--- config.mk ---
export PLATFORM = sky130hd
export DESIGN_NAME = mtcs_top
export DESIGN_NICKNAME = d
export VERILOG_FILES = /design/src/hw/mtcs_pkg.sv /design/src/hw/mtcs_top.sv
export SDC_FILE = /design/constraint.sdc
export NUM_CORES = 1
export LEC_CHECK = 0
export ABC_CLOCK_PERIOD_IN_PS = 5350
export BUFFER_PORTS_ARGS = -buffer_cell sky130_fd_sc_hd__buf_2
export CAP_MARGIN = 0
export CORE_MARGIN = 2
export CORE_UTILIZATION = 30
export DETAILED_ROUTE_END_ITERATION = 16
export PLACE_DENSITY = 0.49
export SLEW_MARGIN = 20
export SYNTH_ARGS = -nofsm -noshare
export SYNTH_HDL_FRONTEND = slang
export SYNTH_SLANG_ARGS = --single-unit
--- constraint.sdc ---
create_clock -name core_clk -period 5.35 [get_ports core_clk]
set_input_delay 1.07 -clock core_clk [delete_from_list [all_inputs] [get_ports core_clk]]
set_output_delay 1.07 -clock core_clk [all_outputs]
set_load 0.01 [all_outputs]
--- src/hw/mtcs_pkg.sv ---
// Shared constants and types for the multi-trigger capture sequencer.
// Assumes a single 125 MHz core clock; the cycles per millisecond are derived here.
package mtcs_pkg;
  localparam int          MTCS_CLK_HZ       = 125000000;
  localparam int          MTCS_MAX_BLOCKS   = 32;
  localparam int          MTCS_MAX_CORES    = 8;
  localparam int          MTCS_TMO_MAX_S    = 60;
  localparam logic [5:0]  MTCS_TMO_RST_S    = 6'h0a;
  localparam int          MTCS_MS_CYC       = MTCS_CLK_HZ / 1000;
  localparam int          MTCS_START_POS    = 0;
  // Register offsets.
  localparam logic [3:0]  MTCS_REG_CTRL     = 4'h0;
  localparam logic [3:0]  MTCS_REG_CFG      = 4'h1;
  localparam logic [3:0]  MTCS_REG_STAT     = 4'h2;
  localparam logic [3:0]  MTCS_REG_TMO      = 4'h3;
  // CTRL bit positions (write one to act).
  localparam int          MTCS_CTRL_START   = 0;
  localparam int          MTCS_CTRL_ABORT   = 1;
  localparam int          MTCS_CTRL_ERRCLR  = 2;
  // CFG field positions and reset value.
  localparam int          MTCS_CFG_NBLK_LSB = 0;
  localparam int          MTCS_CFG_MULTI    = 6;
  localparam int          MTCS_CFG_PAR      = 7;
  localparam int          MTCS_CFG_LIVE     = 8;
  localparam int          MTCS_CFG_PRE      = 9;
  localparam int          MTCS_CFG_MULTIIN  = 10;
  localparam int          MTCS_CFG_CORES    = 11;
  localparam logic [13:0] MTCS_CFG_RST      = 14'h0042;
  typedef enum logic [5:0] {
    MTCS_IDLE = 6'h01,
    MTCS_WAIT = 6'h02,
    MTCS_CAPT = 6'h04,
    MTCS_POST = 6'h08,
    MTCS_DONE = 6'h10,
    MTCS_FAIL = 6'h20
  } mtcs_state_t;
endpackage

--- src/hw/mtcs_top.sv ---
// Capture sequencer: steps a flow of capture task blocks, one per trigger.
// Assumes step inputs come from pins (synchronised here), capture and task
// completion come from logic on core_clk, and software uses the plain port.
//
// Operation
// - One block per accepted step, in order.
// - Pending block waits, runs nothing, until timeout.
// - After last block, run post items untriggered.
// - Step from parallel or fieldbus; ready on both.
// - Other start sources run whole flow automatically.
// - Step while not ready: error, end unmeasured; a step during post items is ignored.
// - Block captures first, then processes.
// - One start item at position zero, one end.
// - One to thirty-two task blocks.
// - Items before first task are skipped.
// - Several inputs per block force non-multi mode.
// - Parallel: blocks concurrent up to core count.
// - Not parallel: blocks strictly one after another.
// - Live through-view runs flow automatically.
// - Branches stay inside their own block.
// - Timeout zero to sixty seconds, default ten, NG.
// - Non-multi applies camera settings each input.
// - Ready drops on step, returns after capture.
//
// The strobed register port and the placing of the registers are this design's own decisions.
module mtcs_top
  import mtcs_pkg::*;
#(
  parameter int MsCycles = MTCS_MS_CYC
) (
  input  wire logic        core_clk,
  input  wire logic        rst,
  input  wire logic [3:0]  regAddr,
  input  wire logic [31:0] regWdata,
  input  wire logic        regWr,
  input  wire logic        regRd,
  output logic      [31:0] regRdata,
  input  wire logic        stepPin,
  input  wire logic        busTrig,
  input  wire logic        captDone,
  input  wire logic [31:0] taskDone,
  input  wire logic        postDone,
  output logic             readyPin,
  output logic             busTrigReady,
  output logic             busyPin,
  output logic             errorPin,
  output logic             judgeNg,
  output logic             captStart,
  output logic             camCfgLoad,
  output logic [4:0]       captIdx,
  output logic [31:0]      taskRun,
  output logic             postStart,
  output logic             skipPre
);

  // Two-stage synchronisers for pin-side triggers.
  logic [1:0] stepSync_r;
  logic [1:0] trigSync_r;
  logic       stepPrev_r;
  logic       trigPrev_r;
  always_ff @(posedge core_clk) begin
    if (rst) begin
      stepSync_r <= 2'h0;
      trigSync_r <= 2'h0;
      stepPrev_r <= 1'b0;
      trigPrev_r <= 1'b0;
    end else begin
      stepSync_r <= {stepSync_r[0], stepPin};
      trigSync_r <= {trigSync_r[0], busTrig};
      stepPrev_r <= stepSync_r[1];
      trigPrev_r <= trigSync_r[1];
    end
  end

  // Only the two documented trigger sources count as steps.
  wire stepEvt = (stepSync_r[1] & ~stepPrev_r) |
                 (trigSync_r[1] & ~trigPrev_r);

  // Configuration and status state.
  logic [13:0]  cfg_r;
  logic [5:0]   tmoSec_r;
  mtcs_state_t  state_r;
  mtcs_state_t  stateNxt;
  logic [4:0]   blk_r;
  logic         auto_r;
  logic         err_r;
  logic         ng_r;
  logic         ready_r;
  logic [31:0]  run_r;
  logic [31:0]  msCnt_r;
  logic [15:0]  msElap_r;
  logic         capt_r;
  logic         post_r;
  logic         camLd_r;
  logic [31:0]  rdata_r;
  logic         busy_r;

  wire [4:0] lastBlk  = cfg_r[MTCS_CFG_NBLK_LSB +: 5];
  wire       parEn    = cfg_r[MTCS_CFG_PAR];
  // Several inputs in a block override the selected multi-input mode.
  wire       multiEff = cfg_r[MTCS_CFG_MULTI] &
                        ~cfg_r[MTCS_CFG_MULTIIN];
  wire [2:0] coreLim  = cfg_r[MTCS_CFG_CORES +: 3];
  wire       isLast   = (blk_r == lastBlk);

  // Register port decode.
  wire wrCtrl = regWr & (regAddr == MTCS_REG_CTRL);
  wire wrCfg  = regWr & (regAddr == MTCS_REG_CFG);
  wire wrTmo  = regWr & (regAddr == MTCS_REG_TMO);
  wire goCmd  = wrCtrl & regWdata[MTCS_CTRL_START];
  wire abort  = wrCtrl & regWdata[MTCS_CTRL_ABORT];
  wire errClr = wrCtrl & regWdata[MTCS_CTRL_ERRCLR];
  wire idle   = (state_r == MTCS_IDLE) | (state_r == MTCS_DONE) |
                (state_r == MTCS_FAIL);
  wire liveMd = cfg_r[MTCS_CFG_LIVE];

  // A command start or live view runs without waiting for steps.
  wire autoGo = idle & (goCmd | (liveMd & ~goCmd));
  wire stepGo = idle & stepEvt & ~liveMd;

  // Running block count for the core limit when executing in parallel.
  logic [5:0] nRun;
  always_comb begin
    nRun = 6'h00;
    for (int i = 0; i < MTCS_MAX_BLOCKS; i++) begin
      nRun = nRun + {5'h00, run_r[i]};
    end
  end
  wire seqBusy = |run_r;
  // Sequential mode waits for the previous block; parallel mode for a core.
  wire slotFree = parEn ? (nRun < {3'h0, coreLim}) : ~seqBusy;

  // Timeout in milliseconds; zero seconds waits for ever here.
  wire [15:0] tmoMs   = 16'(tmoSec_r) * 16'd1000;
  wire        msTick  = (msCnt_r == 32'(MsCycles - 1));
  wire        tmoHit  = (tmoSec_r != 6'h00) & (msElap_r >= tmoMs);
  wire        badStep = stepEvt & ~ready_r & ~idle &
                        (state_r != MTCS_POST);

  // Sequencing state machine.
  always_comb begin
    stateNxt = state_r;
    case (state_r)
      MTCS_IDLE, MTCS_DONE, MTCS_FAIL: begin
        if (autoGo | stepGo) begin
          stateNxt = MTCS_CAPT;
        end
      end
      MTCS_WAIT: begin
        if (badStep) begin
          stateNxt = MTCS_FAIL;
        end else if (tmoHit) begin
          stateNxt = MTCS_FAIL;
        end else if ((auto_r | stepEvt) & slotFree) begin
          stateNxt = MTCS_CAPT;
        end
      end
      MTCS_CAPT: begin
        if (badStep) begin
          stateNxt = MTCS_FAIL;
        end else if (captDone) begin
          stateNxt = isLast ? MTCS_POST : MTCS_WAIT;
        end
      end
      MTCS_POST: begin
        if (postDone) begin
          stateNxt = MTCS_DONE;
        end
      end
      default: stateNxt = MTCS_IDLE;
    endcase
    if (abort) begin
      stateNxt = MTCS_IDLE;
    end
  end

  // Per-block run flags: set on capture done, cleared by task completion.
  genvar g;
  generate
    for (g = 0; g < MTCS_MAX_BLOCKS; g++) begin : gRun
      always_ff @(posedge core_clk) begin
        if (rst) begin
          run_r[g] <= 1'b0;
        end else if (abort | (state_r == MTCS_FAIL)) begin
          run_r[g] <= 1'b0;
        end else if ((state_r == MTCS_CAPT) & captDone &
                     (blk_r == 5'(g))) begin
          run_r[g] <= 1'b1;
        end else if (taskDone[g]) begin
          run_r[g] <= 1'b0;
        end
      end
    end
  endgenerate

  // Main sequencing registers.
  always_ff @(posedge core_clk) begin
    if (rst) begin
      state_r  <= MTCS_IDLE;
      blk_r    <= 5'h00;
      auto_r   <= 1'b0;
      ready_r  <= 1'b0;
      err_r    <= 1'b0;
      ng_r     <= 1'b0;
      capt_r   <= 1'b0;
      camLd_r  <= 1'b0;
      post_r   <= 1'b0;
      msCnt_r  <= 32'h0;
      msElap_r <= 16'h0;
    end else begin
      state_r <= stateNxt;
      capt_r  <= (stateNxt == MTCS_CAPT) & (state_r != MTCS_CAPT);
      // Each input reloads camera settings; under multi-input only the first input of a flow does.
      camLd_r <= (stateNxt == MTCS_CAPT) & (state_r != MTCS_CAPT) &
                 (~multiEff | idle);
      post_r  <= (stateNxt == MTCS_POST) & (state_r != MTCS_POST);
      // Ready in the wait and quiet states, also while no slot is free; drops on the step.
      ready_r <= (stateNxt == MTCS_WAIT) |
                 (idle & (stateNxt != MTCS_CAPT));
      if (idle & (autoGo | stepGo)) begin
        blk_r  <= 5'(MTCS_START_POS);
        auto_r <= autoGo;
        ng_r   <= 1'b0;
      end else if ((state_r == MTCS_CAPT) & (stateNxt == MTCS_WAIT)) begin
        blk_r <= blk_r + 5'h01;
      end
      // Set wins over a clear in the same cycle.
      if (badStep) begin
        err_r <= 1'b1;
      end else if (errClr) begin
        err_r <= 1'b0;
      end
      if ((state_r == MTCS_WAIT) & tmoHit) begin
        ng_r <= 1'b1;
      end
      // Restart the wait count whenever ready is reasserted.
      if (state_r != MTCS_WAIT) begin
        msCnt_r  <= 32'h0;
        msElap_r <= 16'h0;
      end else if (msTick) begin
        msCnt_r  <= 32'h0;
        msElap_r <= msElap_r + 16'h1;
      end else begin
        msCnt_r <= msCnt_r + 32'h1;
      end
    end
  end

  // Busy follows the next state, so the pin comes from a flip-flop and
  // still rises in the same cycle as the state leaves the quiet states.
  always_ff @(posedge core_clk) begin
    if (rst) begin
      busy_r <= 1'b0;
    end else begin
      busy_r <= (stateNxt != MTCS_IDLE) & (stateNxt != MTCS_DONE) &
                (stateNxt != MTCS_FAIL);
    end
  end

  // Software-written configuration; timeout is clamped to 60 seconds.
  always_ff @(posedge core_clk) begin
    if (rst) begin
      cfg_r    <= MTCS_CFG_RST;
      tmoSec_r <= MTCS_TMO_RST_S;
    end else begin
      if (wrCfg) begin
        cfg_r <= regWdata[13:0];
      end
      if (wrTmo) begin
        tmoSec_r <= (regWdata[5:0] > 6'(MTCS_TMO_MAX_S)) ?
                    6'(MTCS_TMO_MAX_S) : regWdata[5:0];
      end
    end
  end

  // Read data stands for one cycle after the read strobe.
  // Status: flags on top, run count, block index, then the one-hot state.
  wire [31:0] statWord = {err_r, ng_r, ready_r, auto_r, nRun, 1'b0,
                          blk_r, 10'h000, state_r};
  wire [31:0] rdMux = (regAddr == MTCS_REG_CFG)  ? {18'h0, cfg_r} :
                      (regAddr == MTCS_REG_STAT) ? statWord :
                      (regAddr == MTCS_REG_TMO)  ? {26'h0, tmoSec_r} :
                      32'h0;
  always_ff @(posedge core_clk) begin
    if (rst) begin
      rdata_r <= 32'h0;
    end else begin
      rdata_r <= regRd ? rdMux : 32'h0;
    end
  end

  // Outputs straight from flip-flops; pre-start items are skipped only when the CFG PRE bit is set.
  assign regRdata     = rdata_r;
  assign readyPin     = ready_r;
  assign busTrigReady = ready_r;
  assign busyPin      = busy_r;
  assign errorPin     = err_r;
  assign judgeNg      = ng_r;
  assign captStart    = capt_r;
  assign camCfgLoad   = camLd_r;
  assign captIdx      = blk_r;
  assign taskRun      = run_r;
  assign postStart    = post_r;
  assign skipPre      = cfg_r[MTCS_CFG_PRE];

  // Checks on the design's own behaviour.
  a_ready_drops: assert property (@(posedge core_clk) disable iff (rst)
    (state_r == MTCS_WAIT && stepEvt && slotFree && !tmoHit && ready_r)
    |=> !ready_r) else $error("ready stayed high after a step");
  a_err_on_bad: assert property (@(posedge core_clk) disable iff (rst)
    badStep |=> errorPin) else $error("no error on early step");
  a_bad_fails: assert property (@(posedge core_clk) disable iff (rst)
    (badStep && !abort) |=> state_r == MTCS_FAIL)
    else $error("flow not ended on early step");
  a_wait_noncap: assert property (@(posedge core_clk) disable iff (rst)
    (state_r == MTCS_WAIT && !stepEvt && !auto_r) |=> !captStart)
    else $error("capture without step");
  a_tmo_ng: assert property (@(posedge core_clk) disable iff (rst)
    (state_r == MTCS_WAIT && tmoHit && !badStep && !abort) |=> judgeNg)
    else $error("timeout did not give NG");
  a_blk_order: assert property (@(posedge core_clk) disable iff (rst)
    (state_r == MTCS_CAPT && stateNxt == MTCS_WAIT) |=>
    blk_r == $past(blk_r) + 5'h01) else $error("block skipped");
  a_post_once: assert property (@(posedge core_clk) disable iff (rst)
    (state_r == MTCS_CAPT && captDone && isLast && !badStep && !abort)
    |=> postStart) else $error("post items not started");
  a_seq_limit: assert property (@(posedge core_clk) disable iff (rst)
    (!parEn && state_r == MTCS_WAIT && seqBusy) |=> state_r != MTCS_CAPT)
    else $error("block overlapped in sequential mode");
  a_par_limit: assert property (@(posedge core_clk) disable iff (rst)
    (parEn && coreLim != 3'h0 && nRun >= {3'h0, coreLim}
     && state_r == MTCS_WAIT) |=> state_r != MTCS_CAPT)
    else $error("too many blocks at once");
  a_tmo_restart: assert property (@(posedge core_clk) disable iff (rst)
    $rose(state_r == MTCS_WAIT) |-> msElap_r == 16'h0)
    else $error("wait count not restarted");
  a_capt_noready: assert property (@(posedge core_clk) disable iff (rst)
    captStart |-> !readyPin)
    else $error("ready high during capture");
  a_auto_next: assert property (@(posedge core_clk) disable iff (rst)
    (state_r == MTCS_WAIT && auto_r && slotFree && !tmoHit && !abort)
    |=> state_r == MTCS_CAPT) else $error("auto flow stalled");
  a_live_start: assert property (@(posedge core_clk) disable iff (rst)
    (idle && liveMd && !abort) |=> state_r == MTCS_CAPT)
    else $error("live view did not start the flow");
  a_busy_capt: assert property (@(posedge core_clk) disable iff (rst)
    captStart |-> busyPin)
    else $error("busy low during capture");
endmodule

==> metrics.txt, run 1 <==
outcome finished clean; Top-Level Pins 154; GRT Overall Usage 0.160; final setup fails 0; clock skew approximately 0.013 ns; Diodes inserted 0; Startpoint Class flop; Combinational Power Share 0.114; Hold-fix buffers, CTS 0; setup TNS 0 ns; worst setup path class flop to flop; Overflow after GRT 0; Seq pwr share 0.446; Num Clock Sinks ~150; worst-path maximum fanout 2; Slew headroom 0.405; core area ~28,000 µm²; Yosys cell types 64; CTS Buffer Depth 2; vias in the first global route 6,863; die height ~170 µm; number of flops mapped to enable cells by yosys 0; # Max-Cap Violations 0; Via Count around 7,000; Seq/Total Area, Yosys 0.360; Root Driver clkbuf_16; row count about 60; async set-reset flop share out of synthesis 0; Die X between 150 and 200 µm; pin count of the biggest net entering global routing 37; clock transition at the registers of the reported paths ~0.07 ns; clk_lat worst skew 0.42 ns; Vias/cell 4.75; minimum clock period 5.32 ns; mean routed wirelength per cell between 15 and 20 µm; leakage power between 4 and 5 nW; Yosys warning total 0; total wire length approximately 23,000 µm; fin crit share 0.994; Cell Int Power ~2.0 mW; upper clock frequency limit about 190 MHz; critical path data arrival time roughly 5.6 ns; remaining antenna violation count 0; FF+latch count, synth 154; Total Power approximately 2.7 mW; port bufs 132; worst min path class flop to flop; drt drc 0; peak supply drop 191 µV; Iter 0 DRT Violations 364; Clk network pwr share 0.440; syn avg cell area roughly 8.9 µm²; switching share of power 0.261; WP data required between 5 and 6 ns; RSZ-0062 raised after global routing true; DRT Pass-1 Iters 4; CTS tree built; CP dominant cell by count fa_1; Final #Nets between 1,000 and 1,500; Worst-Margin Slew around 0.89 ns; first-pass GRT wire length approximately 38,000 µm; Slew Viols, Final 0; starting density of the core 0.306; H-tree depth 4; initial antenna violation count 0; Slowest-stage cell, CP fa_1; share of cells above drive strength 1 0.199; PwrDens approximately 260 nW/µm²; cells after synthesis 963; Fin. Hold Viols 0; Worst Setup End Kind flop; mapped cell area between 8000 and 9000 µm²; critical-path cell list inv_2 > fa_1 > fa_2 > fa_1 > fa_1 > fa_1 > fa_1 > inv_2 > ha_4 > fa_2 > ha_4 > a21boi_1 > o21ai_1 > a41oi_2 > buf_4 > a31oi_4 > o21ai_1; Synth-to-Final Area Change 21.7%; CTS buffer count 17; hpwl dp roughly 18,000 µm; GPL Wtd Cong 0.833; r2r setup slk approximately 0.031 ns; switching power total between 600 and 700 µW; CP max stage delay between 0.5 and 0.6 ns; main flop type after synthesis dfxtp_1; DIE AREA around 30,000 µm²
==> cells in the mapped netlist (all sizes together), types with 6 or more instances <==
| library cell | number | area share |
|---|---|---|
| nor2 | 128 | 0.056 |
| xor2 | 41 | 0.042 |
| a211oi | 7 | 0.0067 |
| clkbuf | 28 | 0.012 |
| nor3 | 10 | 0.0058 |
| ha | 57 | 0.083 |
| dfxtp | 154 | 0.36 |
| and2 | 25 | 0.018 |
| a2bb2oi | 24 | 0.025 |
| and3 | 22 | 0.016 |
| xnor2 | 24 | 0.025 |
| nor4 | 22 | 0.017 |
| nand3b | 6 | 0.0053 |
| inv | 100 | 0.044 |
| nand4 | 19 | 0.014 |
| fa | 37 | 0.087 |
| nand3 | 25 | 0.015 |
| o21ai | 15 | 0.0088 |
| a21oi | 46 | 0.027 |
| nand2 | 52 | 0.023 |
| and4 | 11 | 0.011 |
| buf | 12 | 0.011 |
| nor2b | 24 | 0.018 |
==> cell usage in the layout, fill, tap and decap left out, drive strengths merged, types with 25 or more instances in the layout <==
master,Yosys,routed
nand2,52,52
and2,25,25
nor2,128,128
fa,37,37
buf,12,166
a21oi,46,46
ha,57,57
nand3,25,25
xor2,41,41
dfxtp,154,154
inv,100,101
==> power groups by stage <==
stage	clock network, mW	registers (mW)	logic [mW]
after floorplan	0	1.21	0.213
after global routing	1.26	1.20	0.346
after CTS	1.22	1.20	0.304
final	1.18	1.20	0.307
after detailed placement	0	1.22	0.300
after global placement	0	1.22	0.298
==> through the flow <==
step / std cells / hold slack [ns] / instance area, µm² / worst slack (ns) / util
after floorplan: 965 / 0.412 / 8570 / 0.0820 / -
after global placement: 1466 / 0.423 / 9730 / -0.207 / 0.348
after detailed placement: 1466 / 0.425 / 9730 / -0.177 / 0.348
after CTS: 1499 / 0.440 / 10400 / -0.0276 / 0.371
after global routing: 1500 / 0.466 / 10400 / -0.203 / 0.373
final: 1500 / 0.438 / 10400 / 0.0308 / 0.373
==> area by class of cell <==
class	instances	area (µm²)
fillers	2965	17500
multi-input cells	671	5000
flip-flops and latches	154	3090
repair buffers	166	916
well taps	378	473
clock buffers	21	440
inverters	100	375
clock inverters	10	121
==> flip-flops by register name (all words and copies together) (netlist names), 2 cells and up <==
| name | flops |
|---|---|
| msElap_r | 16 |
| stepSync_r | 2 |
| state_r | 6 |
| captIdx | 5 |
| taskRun | 32 |
| regRdata | 29 |
| tmoSec_r | 6 |
| cfg_r | 14 |
| trigSync_r | 2 |
| msCnt_r | 32 |
==> routing by layer <==
metal / GRT usage / vias to the layer above / part of all wire
met5: 0 / - / 0
met4: 0.0424 / 0 / 0.016
met3: 0.0336 / 19 / 0.049
met2: 0.245 / 187 / 0.44
met1: 0.228 / 3389 / 0.49
li1: - / 3529 / -
==> final timing paths <==
kind | depth (start not counted) | from | endpoint
min reg2reg | 1 | msCnt_r[0] | msCnt_r[0]
max reg2reg | 17 | taskRun[27] | busTrigReady
min | 1 | msCnt_r[0] | msCnt_r[0]
max | 17 | taskRun[27] | busTrigReady
==> kinds of logic after synthesis <==
logic type / share of synthesized area
xor+xnor: 0.0665
fa+ha+maj: 0.170
mux: 0.00716
compound gates: 0.0981
other cells: 0.000438
simple gates: 0.231
flops: 0.360
buf+inv: 0.0672
==> worst max-delay path, delay by kind of cell, from the launching register on <==
| family | cells | cell delay, ns |
|---|---|---|
| DFF | 1 | 0.33 |
| AOI/OAI and AO/OA | 5 | 0.65 |
| buffers and inverters | 3 | 0.27 |
| adders and majority gates | 9 | 3.95 |
==> what timing repair did <==
action                     CTS  global route
setup buffers                2             1
setup endpoints to repair    7             9
pin swaps                   15             7
resized for setup           15             9
Power figures use the tool's default switching activity.
==> run 2, diff against run 1 <==
--- a/config.mk
+++ b/config.mk
@@ -6,12 +6,12 @@
 export NUM_CORES = 1
 export LEC_CHECK = 0
 export ABC_CLOCK_PERIOD_IN_PS = 5350
-export BUFFER_PORTS_ARGS = -buffer_cell sky130_fd_sc_hd__buf_2
 export CAP_MARGIN = 0
 export CORE_MARGIN = 2
 export CORE_UTILIZATION = 30
 export DETAILED_ROUTE_END_ITERATION = 16
-export PLACE_DENSITY = 0.49
+export DONT_BUFFER_PORTS = 1
+export PLACE_DENSITY = 0.44
 export SLEW_MARGIN = 20
 export SYNTH_ARGS = -nofsm -noshare
 export SYNTH_HDL_FRONTEND = slang
==> metrics.txt, run 2 (same netlist as run 1, synthesis figures left out) <==
DRT Pass-1 Iters 5; starting density of the core 0.306; peak supply drop 212 µV; row count 61; fin area 9850 µm²; Vias/cell approximately 4.8; violated checks negative setup slack; CP startpoint taskRun[27]; CTS Buffer Depth 2; Startpoint Class flop; GPL Wtd Cong roughly 0.82; Hold-fix buffers, CTS 0; Worst R2R Start taskRun[27]; Fin. Hold Viols 0; critical-path cell list inv_2 > fa_1 > fa_1 > fa_1 > fa_1 > fa_1 > fa_1 > inv_2 > ha_4 > fa_2 > ha_4 > a21boi_2 > o21ai_2 > a41oi_2 > nand3b_1 > a211oi_2; share of cells above drive strength 1 0.114; CP dominant cell by count fa_1; H-tree depth 4; Num Clock Sinks approximately 150; RSZ-0062 raised after global routing true; total wire length approximately 23,000 µm; GRT Overall Usage 0.158; outcome finished with violations; reg2reg end camCfgLoad; Slew Viols, Final 0; remaining antenna violation count 0; r2r setup slk -0.06 ns; most common cell after layout, fill and taps aside dfxtp_1; worst hold start msCnt_r[0]; Die X 173 µm; minimum clock period about 5.4 ns; CTS buffer count 17; initial antenna violation count 0; storage element area approximately 3100 µm²; Hold Crit Depth 1; CTS tree built; critical path data arrival time about 5.8 ns; Diodes inserted 0; Overflow after GRT 0; Area after DPL about 9000 µm²; Root Driver clkbuf_16; fin crit share 1.01; worst-path maximum fanout 3; Worst Setup End Kind flop; Cell Int Power between 1.5 and 2 mW; most frequent cells in the layout dfxtp_1, nor2_1, inv_1; Fillers roughly 3,000; switching share of power 0.276; clk_lat worst skew ~0.43 ns; DIE AREA 29,900 µm²; Seq pwr share 0.446; upper clock frequency limit 185 MHz; # Max-Cap Violations 0; Top-Level Pins roughly 150; final core occ 0.352; Combinational Power Share 0.099; die height approximately 170 µm; CP max stage delay slightly below 0.6 ns; clock skew ~0.015 ns; Slowest-stage cell, CP fa_1; worst min path class flop to flop; core area around 28,000 µm²; leakage power a little over 4 nW; WHS Endpoint msCnt_r[0]; Clk network pwr share 0.455; worst setup path class flop to flop; Iter 0 DRT Violations between 300 and 400; Via Count about 6,600; Multi-input gate area 5010 µm²; vias in the first global route between 6,000 and 7,000; mean routed wirelength per cell 16.9 µm; final setup fails 6; switching power total between 700 and 800 µW; Synth-to-Final Area Change 15.0%; drt drc 0; port bufs 0; PwrDens 274 nW/µm²; Slew headroom 0.395; WP data required 5.70 ns; first-pass GRT wire length around 37,000 µm; clock transition at the registers of the reported paths approximately 0.070 ns; Final #Nets 1,152; setup slack after layout -0.0576 ns; FF-to-FF path depth 16; Worst-Margin Slew between 0.9 and 1 ns; pin count of the biggest net entering global routing 37; hpwl dp around 18,000 µm; Fin Hold WS 0.444 ns
## run 2: cell types whose count changed in the layout (fill, tap and decap cells not counted), sizes merged
cell | before | now
clkbuf | 21 | 18
bufinv | 2 | 1
clkinv | 6 | 5
buf | 166 | 38
inv | 101 | 107
## run 2: worst max-delay path by stage
stage | endpoint | cells after the start
floorplan | camCfgLoad | 16
global placement | state_r[0] | 17
detailed placement | state_r[0] | 17
CTS | busTrigReady | 17
global route | camCfgLoad | 16
finish | camCfgLoad | 16
## run 2: power groups by stage
stage	sequential (mW)	combinational, mW	clock, mW
4_1_cts	1.20	0.258	1.26
2_1_floorplan	1.21	0.213	0
3_5_place_dp	1.23	0.251	0
5_1_grt	1.21	0.301	1.31
3_3_place_gp	1.23	0.252	0
6_report	1.20	0.266	1.23
## run 2: cell type report
type	instances	share of cell area
clock buffers	18	0.0446
multi-input cells	671	0.509
repair buffers	38	0.0302
clock inverters	14	0.0156
inverters	100	0.0381
flip-flops and latches	154	0.314
well taps	378	0.0480
## run 2: stage by stage
stage	setup WS [ns]	TNS (ns)	power [mW]	cells
final	-0.0576	-0.209	2.70	1373
after global routing	-0.248	-1.44	2.82	1373
after CTS	-0.0765	-0.384	2.72	1372
after detailed placement	-0.253	-1.45	1.48	1339
after global placement	-0.260	-1.47	1.48	1339
after floorplan	0.0820	0	1.42	965
## run 2: worst max-delay path: cells and delay by family, from the launching register on
kind | cells | cell delay, ns
compound gates | 4 | 0.62
fa+ha+maj | 9 | 4.00
buf+inv | 2 | 0.09
flops | 1 | 0.34
simple gates | 1 | 0.26
## run 2: timing repair
action / CTS / global route
setup buffers: 1 / 1
gates resized for setup: 22 / 14
pin swaps: 16 / 13
setup endpoints to repair: 8 / 9
cloned: 0 / 0
hold endpoints to repair: 0 / 0
## run 2: layer usage
metal | vias to the layer above | global-route usage | part of all wire | wire length (µm)
met1 | 3103 | 0.219 | 0.48 | 11200
met4 | 0 | 0.0413 | 0.011 | 263
met5 | - | 0 | 0 | 0
met3 | 18 | 0.0356 | 0.061 | 1420
li1 | 3265 | - | - | -
met2 | 180 | 0.247 | 0.44 | 10300
